===== src/ext_counter_pkg.sv =====
package ext_counter_pkg;

  // ----------------------------------------------------------------
  // Register indices (byte address is four times the index)
  // ----------------------------------------------------------------
  localparam logic [7:0] IDX_GLOBAL_CTRL = 8'h0b;
  localparam logic [7:0] IDX_FLAGS_ONE   = 8'h0c;
  localparam logic [7:0] IDX_COUNT_LOW   = 8'h0e;
  localparam logic [7:0] IDX_COUNT_HIGH  = 8'h0f;
  localparam logic [7:0] IDX_CONTROL     = 8'h10;
  localparam logic [7:0] IDX_ENABLES_ONE = 8'h8c;

  localparam int unsigned ADDR_W = 10;
  localparam int unsigned DATA_W = 32;

  // ----------------------------------------------------------------
  // Field positions and reset values
  // ----------------------------------------------------------------
  localparam int unsigned GLOBAL_IRQ_ENABLE_BIT     = 7;
  localparam int unsigned PERIPHERAL_IRQ_ENABLE_BIT = 6;
  localparam int unsigned OVERFLOW_FLAG_BIT         = 0;
  localparam int unsigned OVERFLOW_IRQ_EN_BIT       = 0;

  localparam logic [7:0]  GLOBAL_CTRL_RST = 8'h00;
  localparam logic [7:0]  FLAGS_ONE_RST   = 8'h00;
  localparam logic [7:0]  ENABLES_ONE_RST = 8'h00;
  localparam logic [7:0]  CONTROL_RST     = 8'h00;
  localparam logic [15:0] COUNT_CLEAR     = 16'h0000;
  localparam logic [15:0] COUNT_ALL_ONES  = 16'hffff;

  // ----------------------------------------------------------------
  // Modes and timing
  // ----------------------------------------------------------------
  localparam logic [3:0]  CCP_TRIGGER_MODE = 4'hb;
  localparam int unsigned INSTR_DIV        = 4;
  localparam logic [1:0]  INSTR_DIV_LAST   = 2'(INSTR_DIV - 1);
  localparam int unsigned OSC_MAX_KHZ      = 200;
  localparam int unsigned PRESC_W          = 3;

  // Prescale select code to mask of prescaler bits that must all be one
  localparam logic [PRESC_W-1:0] PRESC_MASK [4] = '{3'h0, 3'h1, 3'h3, 3'h7};

  typedef struct packed {
    logic [1:0] reserved;
    logic [1:0] input_prescale_select;
    logic       osc_enable;
    logic       sync_disable_n;
    logic       clock_source_select;
    logic       counter_run;
  } counter_control_t;

  typedef struct packed {
    logic [ADDR_W-1:0] address;
    logic              read;
    logic              write;
    logic [DATA_W-1:0] writedata;
    logic [3:0]        byteenable;
  } avalon_req_t;

endpackage : ext_counter_pkg


===== src/ext_counter.sv =====
// The implementer's own choice: the Avalon-MM register port.
`timescale 1ns/1ps
`default_nettype none
module ext_counter
  import ext_counter_pkg::*;
(
  input  wire logic              clk_i,
  input  wire logic              srst_i,
  input  wire logic              por_bor_i,
  input  wire logic              sleep_i,
  input  wire logic [ADDR_W-1:0] address_i,
  input  wire logic              read_i,
  input  wire logic              write_i,
  input  wire logic [DATA_W-1:0] writedata_i,
  input  wire logic [3:0]        byteenable_i,
  output logic      [DATA_W-1:0] readdata_o,
  output logic                   waitrequest_o,
  input  wire logic              ext_clock_pin_i,
  input  wire logic              osc_in_pin_i,
  output logic                   osc_out_pin_o,
  output logic                   osc_amp_en_o,
  input  wire logic [1:0]        ccp_trigger_i,
  input  wire logic [3:0]        ccp1_mode_select_i,
  input  wire logic [3:0]        ccp2_mode_select_i,
  output logic      [15:0]       count_o,
  output logic                   timebase_valid_o,
  output logic                   irq_o,
  output logic                   wake_o
);

  // ----------------------------------------------------------------
  // Bus slave
  // ----------------------------------------------------------------
  avalon_req_t req;
  assign req = '{address: address_i, read: read_i, write: write_i,
                 writedata: writedata_i, byteenable: byteenable_i};

  logic       wait_q;
  logic       wait_d;
  logic [7:0] rdata_q;
  logic [7:0] rdata_d;

  wire        req_any    = req.read | req.write;
  wire  [7:0] reg_idx    = req.address[ADDR_W-1:2];
  wire        wr_commit  = req.write & ~wait_q & req.byteenable[0];
  wire  [7:0] wbyte      = req.writedata[7:0];
  wire        wr_global  = wr_commit & (reg_idx == IDX_GLOBAL_CTRL);
  wire        wr_flags   = wr_commit & (reg_idx == IDX_FLAGS_ONE);
  wire        wr_cnt_lo  = wr_commit & (reg_idx == IDX_COUNT_LOW);
  wire        wr_cnt_hi  = wr_commit & (reg_idx == IDX_COUNT_HIGH);
  wire        wr_control = wr_commit & (reg_idx == IDX_CONTROL);
  wire        wr_enables = wr_commit & (reg_idx == IDX_ENABLES_ONE);
  wire        wr_count   = wr_cnt_lo | wr_cnt_hi;

  // Every access waits one cycle so read data comes from a flop
  assign wait_d = ~(req_any & wait_q);

  always_ff @(posedge clk_i) begin
    if (srst_i) begin
      wait_q <= 1'b1;
    end else begin
      wait_q <= wait_d;
    end
  end

  // Captured every cycle; only the answer cycle matters to the master
  always_ff @(posedge clk_i) begin
    if (srst_i) begin
      rdata_q <= 8'h00;
    end else begin
      rdata_q <= rdata_d;
    end
  end

  assign waitrequest_o = wait_q;
  assign readdata_o    = {{(DATA_W-8){1'b0}}, rdata_q};

  // ----------------------------------------------------------------
  // Software registers
  // ----------------------------------------------------------------
  counter_control_t ctrl_q;
  counter_control_t ctrl_d;
  logic [7:0]       global_q;
  logic [7:0]       flags_q;
  logic [7:0]       flags_d;
  logic [7:0]       enables_q;
  logic [15:0]      count_q;
  logic [15:0]      count_d;
  logic             overflow_evt;

  wire ctrl_run   = ctrl_q.counter_run;
  wire ext_mode   = ctrl_q.clock_source_select;
  wire async_mode = ext_mode & ctrl_q.sync_disable_n;

  // Reserved bits never store a one
  always_comb begin
    ctrl_d          = ctrl_q;
    if (wr_control) begin
      ctrl_d          = counter_control_t'(wbyte);
      ctrl_d.reserved = 2'b00;
    end
  end

  // Hardware set wins over a software clear in the same cycle
  always_comb begin
    flags_d = flags_q;
    if (wr_flags) begin
      flags_d = wbyte;
    end
    if (overflow_evt) begin
      flags_d[OVERFLOW_FLAG_BIT] = 1'b1;
    end
  end

  // Control survives ordinary resets; cleared only on power-on or brown-out
  always_ff @(posedge clk_i) begin
    if (srst_i && por_bor_i) begin
      ctrl_q <= counter_control_t'(CONTROL_RST);
    end else if (!srst_i) begin
      ctrl_q <= ctrl_d;
    end
  end

  // Only the overflow bits and the two interrupt enable bits have hardware behind them; the rest is storage
  always_ff @(posedge clk_i) begin
    if (srst_i) begin
      global_q <= GLOBAL_CTRL_RST;
    end else if (wr_global) begin
      global_q <= wbyte;
    end
  end

  always_ff @(posedge clk_i) begin
    if (srst_i) begin
      flags_q <= FLAGS_ONE_RST;
    end else begin
      flags_q <= flags_d;
    end
  end

  always_ff @(posedge clk_i) begin
    if (srst_i) begin
      enables_q <= ENABLES_ONE_RST;
    end else if (wr_enables) begin
      enables_q <= wbyte;
    end
  end

  // Count bytes read straight from the sampled-domain count flops
  always_comb begin
    rdata_d = 8'h00;
    unique case (reg_idx)
      IDX_GLOBAL_CTRL: rdata_d = global_q;
      IDX_FLAGS_ONE:   rdata_d = flags_q;
      IDX_COUNT_LOW:   rdata_d = count_q[7:0];
      IDX_COUNT_HIGH:  rdata_d = count_q[15:8];
      IDX_CONTROL:     rdata_d = ctrl_q;
      IDX_ENABLES_ONE: rdata_d = enables_q;
      default:         rdata_d = 8'h00;
    endcase
  end

  // ----------------------------------------------------------------
  // Pin synchronisers
  // ----------------------------------------------------------------
  logic [1:0] pin_meta_q;
  logic [1:0] pin_sync_q;

  always_ff @(posedge clk_i) begin
    pin_meta_q <= {osc_in_pin_i, ext_clock_pin_i};
    pin_sync_q <= pin_meta_q;
  end

  wire osc_in_s  = pin_sync_q[1];
  wire ext_clk_s = pin_sync_q[0];

  // ----------------------------------------------------------------
  // Oscillator amplifier
  // ----------------------------------------------------------------
  // Sleep does not gate the amplifier, so the crystal keeps running
  logic osc_out_q;
  logic osc_en_q;

  always_ff @(posedge clk_i) begin
    if (srst_i) begin
      osc_en_q <= 1'b0;
    end else begin
      osc_en_q <= ctrl_q.osc_enable;
    end
  end

  always_ff @(posedge clk_i) begin
    if (srst_i) begin
      osc_out_q <= 1'b0;
    end else begin
      osc_out_q <= ctrl_q.osc_enable & ~osc_in_s;
    end
  end

  assign osc_amp_en_o  = osc_en_q;
  assign osc_out_pin_o = osc_out_q;

  // ----------------------------------------------------------------
  // Input selection and edge detection
  // ----------------------------------------------------------------
  logic prev_in_q;
  logic armed_q;
  logic armed_d;
  logic [1:0] instr_div_q;

  wire ext_in     = ctrl_q.osc_enable ? osc_in_s : ext_clk_s;
  wire ext_rise   = ext_in & ~prev_in_q;
  wire ext_fall   = ~ext_in & prev_in_q;
  wire instr_tick = (instr_div_q == INSTR_DIV_LAST) & ~sleep_i;

  // A freshly enabled counter input waits for one falling edge
  always_comb begin
    armed_d = armed_q;
    if (!ctrl_run || !ext_mode) begin
      armed_d = 1'b0;
    end else if (ext_fall) begin
      armed_d = 1'b1;
    end
  end

  // Resets low to match the idle pin, so no false edge follows reset
  always_ff @(posedge clk_i) begin
    if (srst_i) begin
      prev_in_q <= 1'b0;
    end else begin
      prev_in_q <= ext_in;
    end
  end

  always_ff @(posedge clk_i) begin
    if (srst_i) begin
      armed_q <= 1'b0;
    end else begin
      armed_q <= armed_d;
    end
  end

  // Free-running, so the first timer tick after run may come early
  always_ff @(posedge clk_i) begin
    if (srst_i) begin
      instr_div_q <= 2'b00;
    end else begin
      instr_div_q <= instr_div_q + 2'b01;
    end
  end

  // Sync bit plays no part when counting the instruction clock
  wire src_edge = ext_mode ? (ext_rise & armed_q) : instr_tick;

  // ----------------------------------------------------------------
  // Ripple prescaler
  // ----------------------------------------------------------------
  logic [PRESC_W-1:0] presc_q;
  logic [PRESC_W-1:0] presc_toggle;

  // Each stage toggles when all lower stages roll over, as a ripple chain
  for (genvar i = 0; i < PRESC_W; i++) begin : g_ripple
    if (i == 0) begin : g_first
      assign presc_toggle[i] = src_edge & ctrl_run;
    end else begin : g_next
      assign presc_toggle[i] = presc_toggle[i-1] & presc_q[i-1];
    end
  end

  always_ff @(posedge clk_i) begin
    if (srst_i || wr_count) begin
      presc_q <= '0;
    end else begin
      presc_q <= presc_q ^ presc_toggle;
    end
  end

  wire [PRESC_W-1:0] presc_mask = PRESC_MASK[ctrl_q.input_prescale_select];
  wire presc_tick = presc_toggle[0] & ((presc_q & presc_mask) == presc_mask);

  // ----------------------------------------------------------------
  // Count
  // ----------------------------------------------------------------
  // Synchronised path is shut off in sleep; unsynchronised path is not
  wire sync_gate = async_mode | ~sleep_i;
  wire count_inc = presc_tick & ctrl_run & sync_gate;

  wire trig1 = ccp_trigger_i[0] & (ccp1_mode_select_i == CCP_TRIGGER_MODE);
  wire trig2 = ccp_trigger_i[1] & (ccp2_mode_select_i == CCP_TRIGGER_MODE);
  // Trigger is dropped in unsynchronised mode rather than risk a torn count
  wire trig_reset = (trig1 | trig2) & ~async_mode;

  always_comb begin
    count_d      = count_q;
    overflow_evt = 1'b0;
    if (wr_count) begin
      // Software write wins over trigger and increment
      if (wr_cnt_lo) begin
        count_d[7:0] = wbyte;
      end
      if (wr_cnt_hi) begin
        count_d[15:8] = wbyte;
      end
    end else if (trig_reset) begin
      // Compare unit matches count_o, so its pair becomes the period
      count_d = COUNT_CLEAR;
    end else if (count_inc) begin
      count_d      = count_q + 16'h0001;
      overflow_evt = (count_q == COUNT_ALL_ONES);
    end
  end

  // No reset branch: the count keeps its value through every reset
  always_ff @(posedge clk_i) begin
    count_q <= count_d;
  end

  // ----------------------------------------------------------------
  // Status outputs
  // ----------------------------------------------------------------
  logic tb_valid_q;
  logic irq_q;
  logic wake_q;
  logic [15:0] count_out_q;

  wire ovf_pending = flags_q[OVERFLOW_FLAG_BIT] & enables_q[OVERFLOW_IRQ_EN_BIT];
  wire irq_gates   = global_q[GLOBAL_IRQ_ENABLE_BIT] & global_q[PERIPHERAL_IRQ_ENABLE_BIT];

  // Capture and compare must not trust an unsynchronised count
  always_ff @(posedge clk_i) begin
    if (srst_i) begin
      tb_valid_q <= 1'b0;
    end else begin
      tb_valid_q <= ~async_mode;
    end
  end

  // Mirrors the next count so compare logic sees it without lag
  always_ff @(posedge clk_i) begin
    if (srst_i) begin
      count_out_q <= COUNT_CLEAR;
    end else begin
      count_out_q <= count_d;
    end
  end

  // ----------------------------------------------------------------
  // Interrupt and wake
  // ----------------------------------------------------------------
  always_ff @(posedge clk_i) begin
    if (srst_i) begin
      irq_q <= 1'b0;
    end else begin
      irq_q <= ovf_pending & irq_gates;
    end
  end

  // Wake ignores the global enables so a masked overflow still ends sleep
  always_ff @(posedge clk_i) begin
    if (srst_i) begin
      wake_q <= 1'b0;
    end else begin
      wake_q <= ovf_pending & sleep_i;
    end
  end

  assign timebase_valid_o = tb_valid_q;
  assign irq_o            = irq_q;
  assign wake_o           = wake_q;
  assign count_o          = count_out_q;

endmodule : ext_counter
`default_nettype wire


===== config.mk =====
export PLATFORM = sky130hd
export DESIGN_NAME = ext_counter
export DESIGN_NICKNAME = d
export VERILOG_FILES = /design/src/ext_counter_pkg.sv /design/src/ext_counter.sv
export SDC_FILE = /design/constraint.sdc
export NUM_CORES = 1
export LEC_CHECK = 0
export BUFFER_PORTS_ARGS = -buffer_cell sky130_fd_sc_hd__buf_2
export CAP_MARGIN = 20
export CORE_MARGIN = 4
export CORE_UTILIZATION = 40
export DETAILED_ROUTE_END_ITERATION = 8
export PLACE_DENSITY = 0.67
export SLEW_MARGIN = 30
export SYNTH_ARGS = -nofsm -noshare
export SYNTH_HDL_FRONTEND = slang
export SYNTH_SLANG_ARGS = --single-unit

===== constraint.sdc =====
create_clock -name clk_i -period 2.3 [get_ports clk_i]
set_clock_uncertainty 0.2 [all_clocks]
set_input_delay 0.115 -clock clk_i [delete_from_list [all_inputs] [get_ports clk_i]]
set_output_delay 0.115 -clock clk_i [all_outputs]
set_load 0.01 [all_outputs]

After elaboration in Yosys (flattened, before gate mapping)
Cells that the tools add are included.
{"block": "totals", "latchBits": 0, "register_bits": 87, "rom_bits": 0, "elab_cells": 105, "inputBits": 64, "ramBits": 0, "mem_count": 0, "output_inout_bits": 54}
{"block": "classes", "n_mux": 16, "div": 0, "mul": 0, "n_bitwise": 43, "n_eq_ne": 11, "addsub": 2, "order_cmp": 1, "reduce_logical": 8, "shift": 0}
{"cell": "$mux 16", "n": 3}
{"cell": "$pmux 8 s6", "n": 1}
{"cell": "$eq 8x4->1 const B", "n": 4}
{"cell": "$and 1x1->1", "n": 28}
{"cell": "$add 16x1->16 const B", "n": 1}
{"cell": "$eq 16x16->1 const B", "n": 1}
{"cell": "$mux 8", "n": 2}
{"cell": "$eq 4x4->1 const B", "n": 2}
{"cell": "$eq 8x5->1 const B", "n": 1}
{"cell": "$eq 8x8->1 const B", "n": 1}
{"cell": "$not 1->1", "n": 8}
{"cell": "$mux 1", "n": 7}
{"cell": "$bmux 3 s2", "n": 1}
{"cell": "$mux 3", "n": 2}
{"cell": "$or 1x1->1", "n": 4}
{"cell": "$and 3x3->3", "n": 1}
{"cell": "$eq 3x3->1", "n": 1}
{"cell": "$ge 3x3->1 const B", "n": 1}
{"cell": "$not 2->3", "n": 1}
{"cell": "$xor 3x3->3", "n": 1}
{"cell": "$add 2x1->2 const B", "n": 1}
{"cell": "$eq 2x2->1 const B", "n": 1}
{"cell": "$logic_not 1->1", "n": 2}
{"cell": "$logic_or 1x1->1", "n": 2}
{"cell": "other kinds (4)", "n": 4}

Longest topological paths before layout
{"block": "logic_depth", "ltp_word": 13, "mapped_depth": 8, "depth_no_buf": 8}

Worst setup path after synthesis
No wires, ideal clock.
{"block": "synth_path", "kind": "register -> register", "startpoint": "reg ctrl_q, in the netlist ext_mode", "endpoint": "reg count_out_q[11] (netlist: count_o[11])", "path_stages_with_launch": 8, "required_ps": 1978, "n_path_buf": 1, "arrival_ps": 1933, "setup_slack_ps": 45, "period_less_slack_ps": 2255, "cell_sequence": "dfxtp_1 > nand2_1 > a22o_1 > or3_1 > buf_6 > nor4_4 > o21ai_1 > a221o_1"}
{"block": "synth_between", "elab_chain_cells": 8, "word_cells_on_any_way": 12}
{"item": "from (decl)", "line_no": "ext_counter.sv:81", "rtl": "counter_control_t ctrl_q;"}
{"item": "from (signal assigned)", "line_no": "ext_counter.sv:118", "rtl": "ctrl_q <= counter_control_t'(CONTROL_RST);"}
{"item": "from (signal assigned)", "line_no": "ext_counter.sv:120", "rtl": "ctrl_q <= ctrl_d;"}
{"item": "$mux 1", "line_no": "ext_counter.sv:253", "rtl": "wire src_edge = ext_mode ? (ext_rise & armed_q) : instr_tick;"}
{"item": "$and 1x1->1", "line_no": "ext_counter.sv:264", "rtl": "assign presc_toggle[i] = src_edge & ctrl_run;"}
{"item": "$and 1x1->1", "line_no": "ext_counter.sv:279", "rtl": "wire presc_tick = presc_toggle[0] & ((presc_q & presc_mask) == presc_mask);"}
{"item": "$and 1x1->1 (2 in a row)", "line_no": "ext_counter.sv:286", "rtl": "wire count_inc = presc_tick & ctrl_run & sync_gate;"}
{"item": "$mux 16", "line_no": "ext_counter.sv:307", "rtl": "end else if (count_inc) begin"}
{"item": "$mux 16 (*)", "line_no": "ext_counter.sv:304", "rtl": "end else if (trig_reset) begin"}
{"item": "$mux 16 (*)", "line_no": "ext_counter.sv:296", "rtl": "if (wr_count) begin"}
{"item": "to (signal assigned)", "line_no": "ext_counter.sv:343", "rtl": "count_out_q <= count_d;"}
{"item": "to (decl)", "line_no": "ext_counter.sv:324", "rtl": "logic [15:0] count_out_q;"}
Mark *: on every way between the ends. The rest lies on a longest branch, timed or not.
A chain may end at the register's enable or synchronous reset.

Final worst setup path
{"block": "layout_path", "startpoint": "in sleep_i", "endpoint": "reg count_out_q[11] (netlist: count_o[11])"}
{"block": "layout_between", "elab_chain_cells": 10, "word_cells_on_any_way": 11}
{"item": "from (decl)", "line_no": "ext_counter.sv:10", "rtl": "input wire logic sleep_i,"}
{"item": "$not 1->1 (*)", "line_no": "ext_counter.sv:214, ext_counter.sv:285"}
{"item": "$and 1x1->1", "line_no": "ext_counter.sv:214", "rtl": "wire instr_tick = (instr_div_q == INSTR_DIV_LAST) & ~sleep_i;"}
{"item": "$mux 1", "line_no": "ext_counter.sv:253"}
{"item": "$and 1x1->1", "line_no": "ext_counter.sv:264"}
{"item": "$and 1x1->1", "line_no": "ext_counter.sv:279"}
{"item": "$and 1x1->1", "line_no": "ext_counter.sv:286"}
{"item": "$and 1x1->1 (*)", "line_no": "ext_counter.sv:286"}
{"item": "$mux 16 (*)", "line_no": "ext_counter.sv:307"}
{"item": "$mux 16 (*)", "line_no": "ext_counter.sv:304"}
{"item": "$mux 16 (*)", "line_no": "ext_counter.sv:296"}
Marks and branches as above.

==> summary.md <==
| Metric | Value |
|---|---|
| Routed WL | 11500 um |
| Seq pwr share | 54.7% |
| Core area | 0.00977 mm2 |
| Final period utilization | 97.5% |
| CP startpoint kind | input port |
| Final worst slack | 58.3 ps |
| Diodes inserted | 0 |
| Internal power | 2070 uW |
| Post-synthesis async set-or-reset flop share | 0% |
| Total number of vias | 3795 |
| Ys flop type | dfxtp_1 |
| Die Width | 108 um |
| # H-tree levels | 3 |
| Gpl congestion | 0.932 |
| Top cell type's share of synthesized area | 43.5% |
| Port Buffers | 64 |
| Met1 usage | 27.2% |
| Clk sinks | 87 |
| CP Class | in -> reg |
| Residual DRC | 0 |
| GR Util All Layers | 20.0% |
| Routed len/inst | 16.5 um |
| Initial Utilization | 40.9% |
| Clock power share | 36.7% |
| Largest net degree at the start of global routing | 46 |
| Netlist cell types | 58 |
| Worst path depth | 9 |
| F_max | 446 MHz |
| LEAKAGE | 0.00205 uW |
| Layout cells sized above 1 | 24.3% |
| Top post-synthesis cells by area | dfxtp_1, nand2_1, a21oi_1 |
| Post-synth top cells | dfxtp_1, nand2_1, a21oi_1 |
| Post-Syn Instances | 460 |
| Clk root buf | clkbuf_8 |
| Vias per std cell | 5.42 |
| Top Ports | 118 |
| Top-count cell post-synth | dfxtp_1 |
| GR Layer Usage met2 | 30.9% |
| Crit path max-delay cell type | dlygate4sd3_1 |
| Antenna Nets Post-Route | 0 |
| Die area | 0.0117 mm2 |
| CP cell instances | dlygate4sd3_1 > buf_2 > nand4bb_1 > o21a_1 > or3_1 > buf_6 > nor4_4 > o21ai_1 > a221o_1 |
| Pins Over Slew Limit | 0 |
| Sw frac | 26.9% |
| End of the critical path | count_o[11] |
| Average footprint of a synthesized cell | 8.70 um2 |
| Fin area | 0.00497 mm2 |
| CTS buffer count | 9 |
| HPWL after detailed placement | 8250 um |
| Worst R2R Setup Slack | 60 ps |
| First-pass GRT wire length | 18000 um |
| Mapped cell area | 0.00400 mm2 |
| Final hold slack | 26.8 ps |
| P_sw | 764 uW |
| Clock buffer depth | 2 |
| Buf/Inv on CP | 3 |
| CTS tree | done |
| Max cap viols | 0 |
| FF-to-FF Start | instr_div_q[0] |
| Final hold vios | 0 |
| Met3 Use GR | 4.78% |
| Clock Latency Late Sink | 380 ps |
| Outcome | finished, final reports clean |
| Critical path origin | sleep_i |
| Worst-path clk slew | 90 ps |
| Peak VDD IR | 0.349 mV |
| Setup total negative slack | 0 ps |
| Post-synthesis sequential area ratio | 43.5% |
| Chip height | 108 um |
| Reg2Reg Depth | 8 |
| Gr busiest metal | met2 |
| EDFF count, synth | 0 |
| Final net count | 630 |
| Vias in the first global route | 3525 |
| Hold Crit Class | in -> reg |
| RSZ-0062 raised after global routing | yes |
| Cell taking the most area after synthesis | dfxtp_1 |
| PwrDens | 571 mW/mm2 |
| Critical path peak fanout | 7 |
| Worst EP required | 2360 ps |
| Arr. time, crit path | 2300 ps |
| Setup-failing EPs final | 0 |
| Final Critical Period | 2240 ps |
| First DRT Iteration DRCs | 334 |
| Delay of the slowest critical-path stage | 540 ps |
| Top delay family on crit path | buffers and inverters |
| Comb power frac | 8.6% |
| Grt ovf | 0 |
| Rows | 36 |
| Ys Warns | 0 |
| Dpl cell area | 0.00459 mm2 |
| Detailed Routing Iterations Pass 1 | 6 |
| Setup WS pre-CTS | 29.4 ps |
| Area Overhead vs Synth | 24.2% |
| #FFs+latches synth | 87 |
| Crit end category | register |
| Initial antenna violation count | 0 |
| Reg2reg end | count_o[11] |
## per-layer routing
| layer | routed length [um] | share of wire, % |
|---|---|---|
| met4 | 208 | 1.8 |
| met2 | 5280 | 46 |
| met5 | 0 | 0 |
| met1 | 5270 | 46 |
| met3 | 793 | 6.9 |
## cell usage in the layout (no fill, tap or decap), drive strengths merged, types with 7 or more instances in the layout
| cell type | synthesis | routed |
|---|---|---|
| nor3 | 11 | 11 |
| mux2i | 11 | 11 |
| nor3b | 7 | 7 |
| nor4 | 7 | 7 |
| nand2 | 52 | 52 |
| dlygate4sd3 | 0 | 14 |
| and3 | 10 | 10 |
| xnor2 | 8 | 8 |
| a21oi | 38 | 38 |
| nor2 | 14 | 14 |
| conb | 1 | 24 |
| a22oi | 16 | 16 |
| inv | 10 | 13 |
| o22ai | 7 | 7 |
| nand3 | 30 | 30 |
| dfxtp | 87 | 87 |
| buf | 31 | 107 |
| clkbuf | 22 | 10 |
| o21ai | 26 | 26 |
## per-stage QoR
stage | cells | total power [uW] | util, %
5_1_grt | 700 | 2950 | 50.8
3_3_place_gp | 669 | 1790 | 47.0
2_1_floorplan | 483 | 1730 | -
3_5_place_dp | 669 | 1800 | 47.0
4_1_cts | 699 | 2840 | 50.3
6_report | 700 | 2840 | 50.8
## worst min-delay path by stage
stage | from | endpoint | cells after the start
after floorplan | ext_clock_pin_i | pin_meta_q[0] | 0
after detailed placement | ext_clock_pin_i | pin_meta_q[0] | 1
after global placement | osc_in_pin_i | pin_meta_q[1] | 1
after CTS | srst_i | presc_q[1] | 3
final | srst_i | presc_q[0] | 3
after global routing | srst_i | presc_q[1] | 3
## power by group through the flow
stage	clock network, uW	logic [uW]	registers (uW)
floorplan	0	139	1590
global placement	0	210	1580
detailed placement	0	215	1580
CTS	1060	235	1550
global route	1120	265	1560
finish	1040	243	1550
## cell type report
class	count	area, um2
multi-input cells	333	2040
repair buffers	121	787
clock inverters	6	51.3
inverters	10	37.5
fillers	965	4810
well taps	133	166
clock buffers	10	138
flip-flops and latches	87	1750
## cell families (layout without fill, tap and decap cells)
kind of cell | count (synthesis) | after routing | synth area share [%]
AO/OA/AOI/OAI | 121 | 121 | 19.4
flip-flops | 87 | 87 | 43.5
XOR/XNOR | 14 | 14 | 3.06
buffers and inverters | 63 | 147 | 8.38
adder cells (fa/ha/maj) | 4 | 4 | 1.25
other | 1 | 24 | 0.0937
AND/OR/NAND/NOR | 159 | 159 | 21.5
multiplexers | 11 | 11 | 2.75
## tightest hold or removal path, delay by kind of cell
family | cells | cell delay [ps]
buffers and inverters | 2 | 260
AND/OR/NAND/NOR | 1 | 190
## registers in the layout, summed over array words and instances (netlist names)
name,cells
osc_amp_en_o,1
waitrequest_o,1
prev_in_q,1
global_q,8
irq_o,1
timebase_valid_o,1
instr_div_q,2
count_o,16
osc_out_pin_o,1
presc_q,3
armed_q,1
rdata_q,8
pin_meta_q,2
ctrl_q,4
pin_sync_q,2
enables_q,8
ext_mode,1
count_q,16
ctrl_run,1
wake_o,1
flags_q,8
## repair_timing
item	in CTS	in global routing
setup endpoints to repair	0	20
hold buffers	14	0
endpoints found under the hold margin	62	0
buffers inserted	0	1
resized for setup	0	10
No activity file was read; power rests on OpenSTA's default activity.
